===== src/design/rsc_pkg.sv =====
// constants and types of the reset source collector
// What this block does
// supply reset asserts low, releases above high
// core or memory monitor drives combined source
// external pin glitch filtered, about 12 us
// low pulses under 1 us ignored
// watchdog expiry raises watchdog source
// cpu software request is distinct source
// failed config check raises config source
// retry check, park after third failure
// parked state forces readout protection
// debug reset bit gives debug source
// test port reset touches only tap
// test reset ignored in two-wire or disabled
// five outputs derived from collected sources
// record cause of last restart
// sources assert async, release synchronously
package rsc_pkg;
  localparam int CLK_MHZ = 100;
  // filter time in ns, nominal figure
  localparam int FILT_NS = 12000;
  localparam int FILT_CYC = (FILT_NS * CLK_MHZ + 999) / 1000;
  localparam int FILT_W = 11;
  localparam logic [FILT_W-1:0] FILT_MAX = FILT_W'(FILT_CYC - 1);
  localparam logic [1:0] MAX_FAIL = 2'h3;
  localparam int CAUSE_W = 3;
  typedef enum logic [CAUSE_W-1:0] {
    RSC_CAUSE_NONE = 3'h0,
    RSC_CAUSE_AON = 3'h1,
    RSC_CAUSE_LV = 3'h2,
    RSC_CAUSE_PIN = 3'h3,
    RSC_CAUSE_WDOG = 3'h4,
    RSC_CAUSE_SW = 3'h5,
    RSC_CAUSE_CFG = 3'h6,
    RSC_CAUSE_WAKE = 3'h7
  } rsc_cause_t;
  typedef enum logic [1:0] {
    RSC_CHECK = 2'b00,
    RSC_RUN = 2'b01,
    RSC_RETRY = 2'b10,
    RSC_PARK = 2'b11
  } rsc_state_t;
endpackage


===== src/design/rsc_sync_if.sv =====
// interface between top and reset synchroniser
`timescale 1ns/1ns
`default_nettype none
interface rsc_sync_if;
  logic srcAsync;
  logic srcSync;
  modport top(output srcAsync, input srcSync);
  modport sync(input srcAsync, output srcSync);
endinterface
`default_nettype wire


===== src/design/rsc_rst_sync.sv =====
// reset source synchroniser: async assert, synchronous release
`timescale 1ns/1ns
`default_nettype none
module rsc_rst_sync (
  input wire logic clock,
  rsc_sync_if.sync port
);
  logic stage1;
  logic stage2;
  assign port.srcSync = stage2;

  always_ff @(posedge clock or posedge port.srcAsync) begin
    if (port.srcAsync) begin
      stage1 <= 1'b1;
      stage2 <= 1'b1;
    end else begin
      stage1 <= 1'b0;
      stage2 <= stage1;
    end
  end
endmodule
`default_nettype wire


===== src/design/rsc_top.sv =====
// reset source collector top
`timescale 1ns/1ns
`default_nettype none
module rsc_top
  import rsc_pkg::*;
(
  input wire logic clock,
  input wire logic rst_n,
  input wire logic alwaysOnSupplyMonitor,
  input wire logic coreSupplyMonitor,
  input wire logic memorySupplyMonitor,
  input wire logic externalResetPin_n,
  input wire logic watchdogExpire,
  input wire logic softwareResetRequest,
  input wire logic configCheckDone,
  input wire logic configCheckFail,
  input wire logic debugPortResetRequest,
  input wire logic deepSleepWake,
  input wire logic testPortResetPin_n,
  input wire logic twoWireMode,
  input wire logic debugPortDisable,
  output logic configCheckStart,
  output logic emulatedDeepSleep,
  output logic forceReadoutProtect,
  output logic fullCpuDebugReset,
  output logic cpuOnlyReset,
  output logic debugAccessReset,
  output logic retainedPeriphReset,
  output logic corePeriphReset,
  output logic tapReset,
  output logic [CAUSE_W-1:0] resetCause
);
  // ****************************************************
  // supply sources
  // ****************************************************
  // monitors carry their own threshold hysteresis; high means below threshold
  logic combinedLowVoltageMonitor;
  assign combinedLowVoltageMonitor = coreSupplyMonitor | memorySupplyMonitor;
  rsc_sync_if aonIf();
  rsc_sync_if lvIf();
  assign aonIf.srcAsync = alwaysOnSupplyMonitor | ~rst_n;
  assign lvIf.srcAsync = combinedLowVoltageMonitor;
  rsc_rst_sync aonSync (.clock(clock), .port(aonIf.sync));
  rsc_rst_sync lvSync (.clock(clock), .port(lvIf.sync));
  logic aonRst;
  logic lvRst;
  assign aonRst = aonIf.srcSync;
  assign lvRst = lvIf.srcSync;

  // ****************************************************
  // external pin filter
  // ****************************************************
  logic pinMeta;
  logic pinSync;
  logic next_pinMeta;
  logic next_pinSync;
  logic pinFilt;
  logic next_pinFilt;
  logic [FILT_W-1:0] filtCnt;
  logic [FILT_W-1:0] next_filtCnt;
  // pin idles high, so the stages reset high and no false low follows reset
  always_comb begin
    next_pinMeta = externalResetPin_n;
    next_pinSync = pinMeta;
  end
  always_ff @(posedge clock or negedge rst_n) begin
    if (!rst_n) begin
      pinMeta <= 1'b1;
      pinSync <= 1'b1;
    end else begin
      pinMeta <= next_pinMeta;
      pinSync <= next_pinSync;
    end
  end
  // the level must persist the full filter time before it switches
  always_comb begin
    next_pinFilt = pinFilt;
    next_filtCnt = '0;
    if (pinSync != pinFilt) begin
      if (filtCnt == FILT_MAX) begin
        next_pinFilt = pinSync;
      end else begin
        next_filtCnt = filtCnt + 1'b1;
      end
    end
  end
  always_ff @(posedge clock or negedge rst_n) begin
    if (!rst_n) begin
      pinFilt <= 1'b1;
      filtCnt <= '0;
    end else begin
      pinFilt <= next_pinFilt;
      filtCnt <= next_filtCnt;
    end
  end

  // ****************************************************
  // logic sources
  // ****************************************************
  // same-domain request pulses stretched through synchronisers
  rsc_sync_if pinIf();
  rsc_sync_if wdIf();
  rsc_sync_if swIf();
  rsc_sync_if dbgIf();
  rsc_sync_if cfgIf();
  logic cfgErr;
  assign pinIf.srcAsync = ~pinFilt;
  assign wdIf.srcAsync = watchdogExpire;
  assign swIf.srcAsync = softwareResetRequest;
  assign dbgIf.srcAsync = debugPortResetRequest;
  assign cfgIf.srcAsync = cfgErr;
  rsc_rst_sync pinSyncU (.clock(clock), .port(pinIf.sync));
  rsc_rst_sync wdSync (.clock(clock), .port(wdIf.sync));
  rsc_rst_sync swSync (.clock(clock), .port(swIf.sync));
  rsc_rst_sync dbgSync (.clock(clock), .port(dbgIf.sync));
  rsc_rst_sync cfgSync (.clock(clock), .port(cfgIf.sync));
  logic pinRst;
  logic wdRst;
  logic swRst;
  logic dbgRst;
  logic cfgRst;
  assign pinRst = pinIf.srcSync;
  assign wdRst = wdIf.srcSync;
  assign swRst = swIf.srcSync;
  assign dbgRst = dbgIf.srcSync;
  assign cfgRst = cfgIf.srcSync;

  // ****************************************************
  // config check sequencer
  // ****************************************************
  rsc_state_t state;
  rsc_state_t next_state;
  logic [1:0] failCnt;
  logic [1:0] next_failCnt;
  logic next_cfgErr;
  logic powerRst;
  assign powerRst = aonRst | lvRst | pinRst;
  always_comb begin
    next_state = state;
    next_failCnt = failCnt;
    next_cfgErr = 1'b0;
    case (state)
      RSC_CHECK: begin
        if (configCheckDone) begin
          if (configCheckFail) begin
            next_failCnt = failCnt + 1'b1;
            if (failCnt + 1'b1 == MAX_FAIL) begin
              next_state = RSC_PARK;
            end else begin
              next_cfgErr = 1'b1;
              next_state = RSC_RETRY;
            end
          end else begin
            // a pass clears the count, so only consecutive failures park
            next_failCnt = 2'h0;
            next_state = RSC_RUN;
          end
        end
      end
      RSC_RETRY: begin
        // hold the error until the restart has taken hold
        next_cfgErr = ~cfgRst;
        if (cfgRst) begin
          next_state = RSC_CHECK;
        end
      end
      RSC_RUN: begin
        if (wdRst | swRst) begin
          next_state = RSC_CHECK;
        end
      end
      RSC_PARK: begin
        // recovery only by a power or pin reset
        next_state = RSC_PARK;
      end
      default: begin
        next_state = RSC_CHECK;
      end
    endcase
    if (powerRst) begin
      next_state = RSC_CHECK;
      next_failCnt = 2'h0;
      next_cfgErr = 1'b0;
    end
  end
  always_ff @(posedge clock or negedge rst_n) begin
    if (!rst_n) begin
      state <= RSC_CHECK;
      failCnt <= 2'h0;
      cfgErr <= 1'b0;
    end else begin
      state <= next_state;
      failCnt <= next_failCnt;
      cfgErr <= next_cfgErr;
    end
  end
  assign configCheckStart = (state == RSC_CHECK) & ~powerRst & ~cfgRst;
  assign emulatedDeepSleep = (state == RSC_PARK);
  assign forceReadoutProtect = (state == RSC_PARK);

  // ****************************************************
  // generated resets
  // ****************************************************
  logic lvFromWake;
  logic next_lvFromWake;
  logic lvRstDly;
  logic next_lvRstDly;
  logic parked;
  assign parked = (state == RSC_PARK);
  // a wake marks the coming low-voltage reset until that reset has ended
  always_comb begin
    next_lvRstDly = lvRst;
    next_lvFromWake = lvFromWake;
    if (deepSleepWake) begin
      next_lvFromWake = 1'b1;
    end else if (lvRstDly & ~lvRst) begin
      next_lvFromWake = 1'b0;
    end
  end
  always_ff @(posedge clock or negedge rst_n) begin
    if (!rst_n) begin
      lvFromWake <= 1'b0;
      lvRstDly <= 1'b0;
    end else begin
      lvFromWake <= next_lvFromWake;
      lvRstDly <= next_lvRstDly;
    end
  end
  logic lvHv;
  assign lvHv = lvRst & ~lvFromWake;

  assign fullCpuDebugReset = aonRst | lvRst | pinRst | cfgRst;
  assign cpuOnlyReset = fullCpuDebugReset | wdRst | swRst | dbgRst | parked;
  assign debugAccessReset = aonRst | lvRst;
  assign retainedPeriphReset = aonRst | lvHv | pinRst | wdRst | swRst;
  assign corePeriphReset = fullCpuDebugReset | wdRst | swRst | parked;

  // ****************************************************
  // test port reset
  // ****************************************************
  // only the tap sees this; no other reset path reads it
  logic tapMeta;
  logic tapSync;
  logic next_tapMeta;
  logic next_tapSync;
  // inverted only after the second stage, so no logic sits ahead of it
  always_comb begin
    next_tapMeta = testPortResetPin_n;
    next_tapSync = tapMeta;
  end
  always_ff @(posedge clock or negedge rst_n) begin
    if (!rst_n) begin
      tapMeta <= 1'b1;
      tapSync <= 1'b1;
    end else begin
      tapMeta <= next_tapMeta;
      tapSync <= next_tapSync;
    end
  end
  assign tapReset = ~tapSync & ~twoWireMode & ~debugPortDisable;

  // ****************************************************
  // cause record
  // ****************************************************
  rsc_cause_t cause;
  rsc_cause_t next_cause;
  // fixed priority: the most severe of overlapping sources is recorded
  always_comb begin
    next_cause = cause;
    if (aonRst) begin
      next_cause = RSC_CAUSE_AON;
    end else if (lvRst & lvFromWake) begin
      next_cause = RSC_CAUSE_WAKE;
    end else if (lvRst) begin
      next_cause = RSC_CAUSE_LV;
    end else if (pinRst) begin
      next_cause = RSC_CAUSE_PIN;
    end else if (cfgRst) begin
      next_cause = RSC_CAUSE_CFG;
    end else if (wdRst) begin
      next_cause = RSC_CAUSE_WDOG;
    end else if (swRst) begin
      next_cause = RSC_CAUSE_SW;
    end
  end
  always_ff @(posedge clock or negedge rst_n) begin
    if (!rst_n) begin
      cause <= RSC_CAUSE_NONE;
    end else begin
      cause <= next_cause;
    end
  end
  always_ff @(posedge clock or negedge rst_n) begin
    if (!rst_n) begin
      resetCause <= '0;
    end else begin
      resetCause <= next_cause;
    end
  end
endmodule
`default_nettype wire


===== config.mk =====
export PLATFORM = sky130hd
export DESIGN_NAME = rsc_top
export DESIGN_NICKNAME = d
export VERILOG_FILES = /design/src/design/rsc_pkg.sv /design/src/design/rsc_sync_if.sv /design/src/design/rsc_rst_sync.sv /design/src/design/rsc_top.sv
export SDC_FILE = /design/constraint.sdc
export NUM_CORES = 1
export LEC_CHECK = 0
export ABC_AREA = 1
export BUFFER_PORTS_ARGS = -buffer_cell sky130_fd_sc_hd__buf_2
export CAP_MARGIN = 20
export CORE_AREA = 2 2 88 65
export DETAILED_ROUTE_END_ITERATION = 7
export DIE_AREA = 0 0 90 67
export MAX_ROUTING_LAYER = met4
export PLACE_DENSITY = 0.54
export SLEW_MARGIN = 10
export SYNTH_ARGS = -nofsm -noshare
export SYNTH_HDL_FRONTEND = slang
export SYNTH_SLANG_ARGS = --single-unit

===== constraint.sdc =====
create_clock -name clock -period 1.5 [get_ports clock]
set_clock_uncertainty 0.2 [all_clocks]
set_input_delay 0.15 -clock clock [delete_from_list [all_inputs] [get_ports clock]]
set_output_delay 0.15 -clock clock [all_outputs]
set_load 0.02 [all_outputs]

# After elaboration in Yosys (flattened, before gate mapping)
# Index checks and enable logic that the tools add are counted.
totals:
  regBits: 40
  out_inout_bits: 12
op_classes:
  muxes: 27
  reduce_logical: 8
  n_eq_ne: 9
  add_sub_neg: 2
  bitwise: 30
op_table:
  columns: ["op", "n"]
  rows:
  - ["two-way mux 11 bit", 2]
  - ["two-way mux 3 bit", 7]
  - ["two-way mux 2 bit", 9]
  - ["bitwise OR 1 bit", 15]
  - ["adder 11 x 1 -> 11 bit, second input constant", 1]
  - ["== test 11 bit, second input constant", 1]
  - ["NOT 1 bit", 8]
  - ["one-hot mux 2 bit (4 select lines)", 1]
  - ["AND 1 bit", 7]
  - ["two-way mux 1 bit", 7]
  - ["nonzero test 7 bit", 1]
  - ["== test 2 bit, second input constant", 3]
  - ["inequality test 3 bit, second input constant", 2]
  - ["nonzero test 2 bit", 3]
  - ["AND reduction 2 bit", 2]
  - ["inequality test 3 x 2 -> 1 bit, second input constant", 1]
  - ["AND reduction 3 bit", 1]
  - ["adder 2 x 1 -> 2 bit, second input constant", 1]
  - ["== test 2 x 1 -> 1 bit, second input constant", 1]
  - ["zero test 2 bit", 1]
  - ["one-hot mux 1 bit (2 select lines)", 1]
  - ["inequality test 1 bit", 1]

# Depth between registers and ports, before layout
# Gate-level depths: netlist (run 1).
depth:
  ltp_word: 7
  depth_mapped: 7

# Cells and area by module
# A second synthesis (run 1) with hierarchy kept.
unflattened:
  cells_unflattened: 194
  hier_area_um2: 1793.0
by_module_without_submodules:
  columns: ["mod", "n_inst", "cells_each", "seq_area_each_um2", "area_per_inst_um2"]
  rows:
  - ["rsc_top", 1, 166, 656.9, 1372.6]
  - ["rsc_rst_sync", 7, 4, 52.6, 60.1]

# Least setup slack after synthesis (run 1)
# Ideal clock, no wire load.
synth_path:
  path_type: "reg2out"
  from: "register lvSync.stage2, in the netlist lvSync.port.srcSync"
  to: "output port cpuOnlyReset"
  setup_slack_ns: -0.037
  path_stages_with_launch: 8
  t_arrival_ns: 1.187
  path_cell_list: "dfstp_2 inv_2 nand2_2 nor2_4 nand2_4 nor2_8 nand2_4 or2_1"
synth_between:
  elab_chain_cells: 7
synth_rtl:
  columns: ["item", "line", "source"]
  rows:
  - ["from (decl)", "rsc_rst_sync.sv:9", "logic stage2;"]
  - ["from (signal assigned)", "rsc_rst_sync.sv:18", "stage2 <= stage1;"]
  - ["bitwise OR 1 bit (3 in a row)", "rsc_top.sv:232", "assign fullCpuDebugReset = aonRst | lvRst | pinRst | cfgRst;"]
  - ["named net fullCpuDebugReset", "rsc_top.sv:25", "output logic fullCpuDebugReset,"]
  - ["bitwise OR 1 bit (4 in a row)", "rsc_top.sv:233", "assign cpuOnlyReset = fullCpuDebugReset | wdRst | swRst | dbgRst | parked;"]
  - ["to (decl)", "rsc_top.sv:26", "output logic cpuOnlyReset,"]
# The timed path passes the listed nets, and every way through them passes these cells.

# Worst setup path after layout (run 1)
layout_path:
  from: "register lvSync.stage2, in the netlist lvSync.port.srcSync"
  to: "output port cpuOnlyReset"
layout_between:
  elab_chain_cells: 7
layout_rtl:
  columns: ["item", "line"]
  rows:
  - ["bitwise OR 1 bit (3 in a row)", "rsc_top.sv:232"]
  - ["bitwise OR 1 bit (4 in a row)", "rsc_top.sv:233"]
# No other way between the ends.

==> results of run 1 <==
stage by stage:
step	hold slack [ns]	utilization [%]	TNS, ns
finish	0.04650	50.73	-1.593
global route	0.08749	50.73	-2.273
CTS	0.02029	48.12	-1.476
detailed placement	-0.09166	41.40	-0.02244
global placement	-0.1043	41.40	0
floorplan	-0.3456	-	-0.009200
placed cells by master, fill, tap and decap left out, types with 4 or more instances in the layout:
master	instances
dfstp_2	19
buf_6	11
nand2_4	5
nor2_1	26
buf_2	18
dfrtp_1	18
clkbuf_8	5
conb_1	7
buf_4	22
inv_1	22
nand2_1	29
nor2_4	5
dlygate4sd3_1	11
a21oi_1	7
inv_2	4
nand3_1	10
o21ai_1	6
nand4_1	5
nor3_1	5
layout make-up:
class / count / area (sq um)
Clock buffer: 5 / 68.82
Inverter: 28 / 112.6
Timing Repair Buffer: 62 / 489.2
Tap cell: 72 / 90.09
Sequential cell: 40 / 1028
Multi-Input combinational cell: 130 / 765.7
Clock inverter: 3 / 42.54
Fill cell: 497 / 2522
what timing repair did:
item,in CTS,in global routing
endpoints found under the hold margin,38,0
endpoints found under the setup margin,6,22
hold buffers,11,0
buffers inserted,6,6
resized for setup,22,34
pin swaps,1,10
power groups by stage:
stage	Clock [uW]	Combinational, uW	Sequential, uW
after floorplan	0	76.8	1190
after global placement	0	175	1180
after detailed placement	0	176	1180
after CTS	897	224	1160
after global routing	964	266	1170
final	861	240	1170
final timing paths:
check                                      end  slack [ns]  cells after the start
setup / recovery                  cpuOnlyReset       -0.32                      8
hold / removal                        state[0]        0.05                      5
setup reg to reg                 resetCause[0]       -0.05                      8
hold reg to reg                 cfgSync.stage1        0.09                      1
max in group asynchronous  lvSync.port.srcSync        0.28                      4
min in group asynchronous       cfgSync.stage1        0.09                      1
routing by layer:
layer	global-route usage [%]	vias to the layer above	part of all wire, %
met3	4.412	2	4.8
met1	20.20	667	52
met4	2.885	0	0.44
met2	19.83	36	43
li1	-	746	-
met5	-	-	0
synthesized netlist by cell type:
library cell and instances:
nand2_2 2, nor3_1 5, conb_1 1, inv_1 23, nor2_4 1, nand3b_1 1
dfstp_2 19, nor2_1 31, nand2_4 2, nor2_8 1, nor2_2 1, or2_2 1
or2_1 1, o21ai_1 5, buf_4 1, nand3_1 14, o21bai_1 1, a21oi_1 7
inv_2 5, xnor2_1 1, nand2_1 33, ha_1 2, o21ai_0 5, xor2_1 4
dfrtp_1 21, nand4_1 5
sequential cells by signal, summed over array words and instances (netlist names), 2 cells and up:
name / flops
filtCnt: 11
state: 2
failCnt: 2
resetCause: 3
kinds of logic (layout without fill, tap and decap cells):
logic type	Yosys count	count (layout)	share of synthesized area (%)
simple gates	98	98	26.07
flops	40	40	58.17
buf+inv	29	98	6.392
compound gates	18	18	5.255
xor+xnor	5	5	2.486
fa+ha+maj	2	2	1.420
other cells	1	7	0.2129
tightest hold or removal path, delay by kind of cell:
| kind | cells | cell delay, ns |
|---|---|---|
| AO/OA/AOI/OAI | 1 | 0.12 |
| AND/OR/NAND/NOR | 3 | 0.14 |
| buffers and inverters | 1 | 0.10 |
==> impl_results.md, run 1 <==
* Final instance area at 2597 sq um
* Power Total at 2269 uW
* Min-delay worst type: in -> reg
* Diodes inserted at 0
* Startpoint Class: register
* CP max FO at 2
* Synth-to-layout area growth at 47.44%
* Final wirelength at 3825 microns
* Final #Nets at 284
* Sink Count at 40
* Max stage delay on crit path at 0.38 ns
* Switch share at 23.09%
* Gr ovfl total at 0
* CP Cell Sequence: inv_2, nand2_2, nor2_4, nand2_4, nor2_8, nand2_4, or2_4, buf_6
* Clock-pin transition on the worst setup and hold timing paths at 0.08 ns
* First-pass GRT wire length at 6534 microns
* Top delay family on crit path: simple AND/OR/NAND/NOR gates
* Fin. Hold Viols at 0
* Pwr dens at 873.4 nW/um^2
* Max VDD drop at 0.4558 mV
* Total number of vias at 1451
* Clock Latency Late Sink at 0.29 ns
* Gpl congestion at 0.8921
* Register bit total from synthesis at 40
* P_int at 1745 uW
* Placed instance count at 312
* # rows at 22
* Clock share of power at 38.0%
* Die ar. at 6030 sq um
* Final setup vio count at 9
* Vias per inst at 4.268
* Worst EP arrival at 1.47 ns
* Area contributors post-synth: dfrtp_1, dfstp_2, nand2_1
* Clock buffer count from CTS at 5
* Synth area leader: dfrtp_1
* Worst setup path start: lvSync.port.srcSync
* Slew Limit Fails at 0
* Status: complete, but fails checks
* H-tree Lvls at 2
* CTS tree: built
* Avg Cell Area, Syn at 9.128 sq um
* Post-Synthesis Cells at 193
* Crit-path slowest cell: dfstp_2
* Syn Std Cell Area at 1762 sq um
* R2R Path Start: lvSync.port.srcSync
* Initial core utilization at 34.41%
* Total track usage at 14.19%
* Height of the die at 67 microns
* Max cap viols at 0
* Initial antenna violation count at 0
* Failing checks: negative setup slack
* DPL Wire Length at 2722 microns
* Dpl ws at -0.02244 ns
* Worst Hold Launch: configCheckDone
* Placed instance area at 2120 sq um
* Fmax at 550.9 MHz
* First DRT Iteration DRCs at 97
* Finished Layout Cells at 340
* Distinct cells, synth at 26
* Die X at 90 microns
* Antenna Violating Nets Remaining at 0
* Most common cell on crit path: nand2_4
* Comb pwr share at 10.6%
* Core area at 5120 sq um
* DRC Markers at 0
* Vias in the first global route at 1395
* Req. time, crit path at 1.15 ns
* Post-synth top area share at 29.83%
* Sequential area share after synthesis at 58.17%
* RSZ-0062 raised after global routing: true
* Bufs and invs on worst path at 2
* Ys Warns at 0
* Tcrit/Tclk final at 121.0%
* Sw power at 523.8 uW
* Largest net degree at the start of global routing at 18
* Critical path capture point type: output pin
* Pre-antenna DRT Iters at 4
* Clock root cell: clkbuf_8
* Share of post-route cells with drive strength above 1 at 41.79%
* Routed len/inst at 11.25 microns
* Max clock buf depth at 2
* Setup CP Type: reg -> out
* IO Port Bufs at 26
* Register share of total power at 51.4%
* I/O Pins at 27
* Worst Slack Setup Final at -0.3153 ns
* Leakage power total at 0.001182 uW
* Final critical-path required period at 1.815 ns
(Power assumes the default switching activity.)
==> run 2: changes to the inputs <==
--- a/config.mk
+++ b/config.mk
@@ -6,13 +6,15 @@
 export NUM_CORES = 1
 export LEC_CHECK = 0
 export ABC_AREA = 1
-export BUFFER_PORTS_ARGS = -buffer_cell sky130_fd_sc_hd__buf_2
+export BUFFER_PORTS_ARGS = -buffer_cell sky130_fd_sc_hd__clkbuf_2
 export CAP_MARGIN = 20
 export CORE_AREA = 2 2 88 65
 export DETAILED_ROUTE_END_ITERATION = 7
 export DIE_AREA = 0 0 90 67
 export MAX_ROUTING_LAYER = met4
 export PLACE_DENSITY = 0.54
+export SETUP_SLACK_MARGIN = 0.02
+export SKIP_CTS_REPAIR_TIMING = 1
 export SLEW_MARGIN = 10
 export SYNTH_ARGS = -nofsm -noshare
 export SYNTH_HDL_FRONTEND = slang
==> impl_results.md, run 2 (same netlist as run 1, synthesis figures left out) <==
* Max cap viols at 0 (unchanged)
* Share of post-route cells with drive strength above 1 at 37.26% (was 41.79%)
* R2R setup slack at 0.01 ns (was -0.05 ns)
* Failing checks: negative setup slack (unchanged)
* Placed instance count at 312 (unchanged)
* Total track usage at 13.06% (was 14.19%)
* Pre-antenna DRT Iters at 4 (unchanged)
* CP max FO at 3 (was 2)
* Largest registers: filtCnt (11), resetCause (3) (unchanged)
* Diodes inserted at 0 (unchanged)
* Commonest non-fill, non-tap cell in the layout: nand2_1 (unchanged)
* Die ar. at 6030 sq um (unchanged)
* Commonest cells after routing, fill and taps aside: nand2_1, nor2_1, inv_1 (was nand2_1, nor2_1, inv_1, buf_4, dfstp_2)
* Fin. Hold Viols at 0 (unchanged)
* Fmax at 548.8 MHz (was 550.9 MHz)
* Startpoint Class: register (unchanged)
* H-tree Lvls at 2 (unchanged)
* Synth-to-layout area growth at 42.68% (was 47.44%)
* R2R Path Start: aonSync.port.srcSync (was lvSync.port.srcSync)
* Dpl ws at -0.02402 ns (was -0.02244 ns)
* Leakage power total at 0.001168 uW (was 0.001182 uW)
* Max VDD drop at 0.4254 mV (was 0.4558 mV)
* Filler instances at 520 (was 497)
* Clock root cell: clkbuf_8 (unchanged)
* Vias in the first global route at 1256 (was 1395)
* Setup CP Type: reg -> out (unchanged)
* Worst setup path start: lvSync.port.srcSync (unchanged)
* Req. time, crit path at 1.15 ns (about the same)
* Clock Latency Late Sink at 0.29 ns (about the same)
* Vias per inst at 4.116 (was 4.268)
* Core area at 5120 sq um (unchanged)
* Min-delay worst type: in -> reg (unchanged)
* Worst EP arrival at 1.47 ns (about the same)
* Worst Slack Setup Final at -0.3222 ns (was -0.3153 ns)
* Total number of vias at 1379 (was 1451)
* Antenna Violating Nets Remaining at 0 (unchanged)
* Clock buffer count from CTS at 5 (unchanged)
* Initial antenna violation count at 0 (unchanged)
* Largest net degree at the start of global routing at 22 (was 18)
* Slew Limit Fails at 0 (unchanged)
* Gr ovfl total at 0 (unchanged)
* Worst Hold Launch: configCheckDone (unchanged)
* RSZ-0062 raised after global routing: true (unchanged)
* Clock-pin transition on the worst setup and hold timing paths at 0.07 ns (was 0.08 ns)
* Routed len/inst at 10.43 microns (was 11.25 microns)
* Gpl congestion at 0.8417 (was 0.8921)
* Final wirelength at 3493 microns (was 3825 microns)
* Die X at 90 microns (unchanged)
* Reg with most FFs: filtCnt (unchanged)
* DRC Markers at 0 (unchanged)
* Sink Count at 40 (unchanged)
* First-pass GRT wire length at 5878 microns (was 6534 microns)
* I/O Pins at 27 (unchanged)
* Final setup vio count at 6 (was 9)
* TNS Setup at -0.9747 ns (was -1.593 ns)
* Initial core utilization at 34.41% (unchanged)
* First DRT Iteration DRCs at 95 (was 97)
* # rows at 22 (unchanged)
* Finished Layout Cells at 335 (was 340)
* Final #Nets at 279 (was 284)
* Pwr dens at 1027 nW/um^2 (was 873.4 nW/um^2)
* Height of the die at 67 microns (unchanged)
* Multi-input logic area at 705.7 sq um (was 765.7 sq um)
* IO Port Bufs at 26 (unchanged)
* DPL Wire Length at 2563 microns (was 2722 microns)
* Status: complete, but fails checks (unchanged)
* Max reg flops at 11 (unchanged)
* Tcrit/Tclk final at 121.5% (was 121.0%)
* Final critical-path required period at 1.822 ns (was 1.815 ns)
* CTS tree: built (unchanged)
* Critical path capture point type: output pin (unchanged)
* Util after Layout at 49.10% (was 50.73%)
* Max clock buf depth at 2 (unchanged)
* Reg area at 1026 sq um (was 1028 sq um)
## run 2: cell count changes in the layout (fill, tap and decap cells not counted), sizes merged
cell,delta
clkbuf,+21
buf,-26
clkinvlp,-1
bufinv,+2
clkinv,-1
## run 2: cell type report
cell class	count	area share [%]
clock buffer	5	2.738
clock inverter	3	3.584
inverter	28	4.181
multi-input combinational	130	28.07
sequential	40	40.82
tap	72	3.584
timing repair buffer	57	17.02
## run 2: power breakdown
group          leakage, uW  internal (uW)  switching (uW)
Clock            0.0000784            832             370
Sequential        0.000474           1140            23.4
Combinational     0.000616            102             116
## run 2: stage by stage
stage | total power [uW] | hold WS (ns) | area [sq um]
global placement | 1357 | -0.1868 | 2135
detailed placement | 1358 | -0.1864 | 2135
CTS | 2582 | -0.5126 | 2293
finish | 2582 | 0.03209 | 2514
floorplan | 1264 | -0.3456 | 1789
global route | 2693 | 0.04517 | 2514
## run 2: path summary, 6_finish.rpt
kind,end,cells past startpoint
worst max-delay path,cpuOnlyReset,8
worst min-delay path,state[0],5
worst max register to register,resetCause[0],6
worst min register to register,cfgSync.port.srcSync,1
max in group asynchronous,lvSync.stage1,4
min in group asynchronous,lvRstDly,2
## run 2: worst max-delay path, stage by stage, from the launching register on
cell,delay (ns)
dfstp_2,0.37
inv_2,0.06
nand2_2,0.06
nor2_4,0.11
nand2_4,0.08
nor2_8,0.09
nand2_4,0.04
or2_4,0.21
clkbuf_2,0.15
## run 2: per-layer routing
metal	global-route usage (%)	share of wire [%]
met1	19.31	56
met2	15.51	38
met3	4.072	4.8
met4	6.346	0.72
met5	-	0
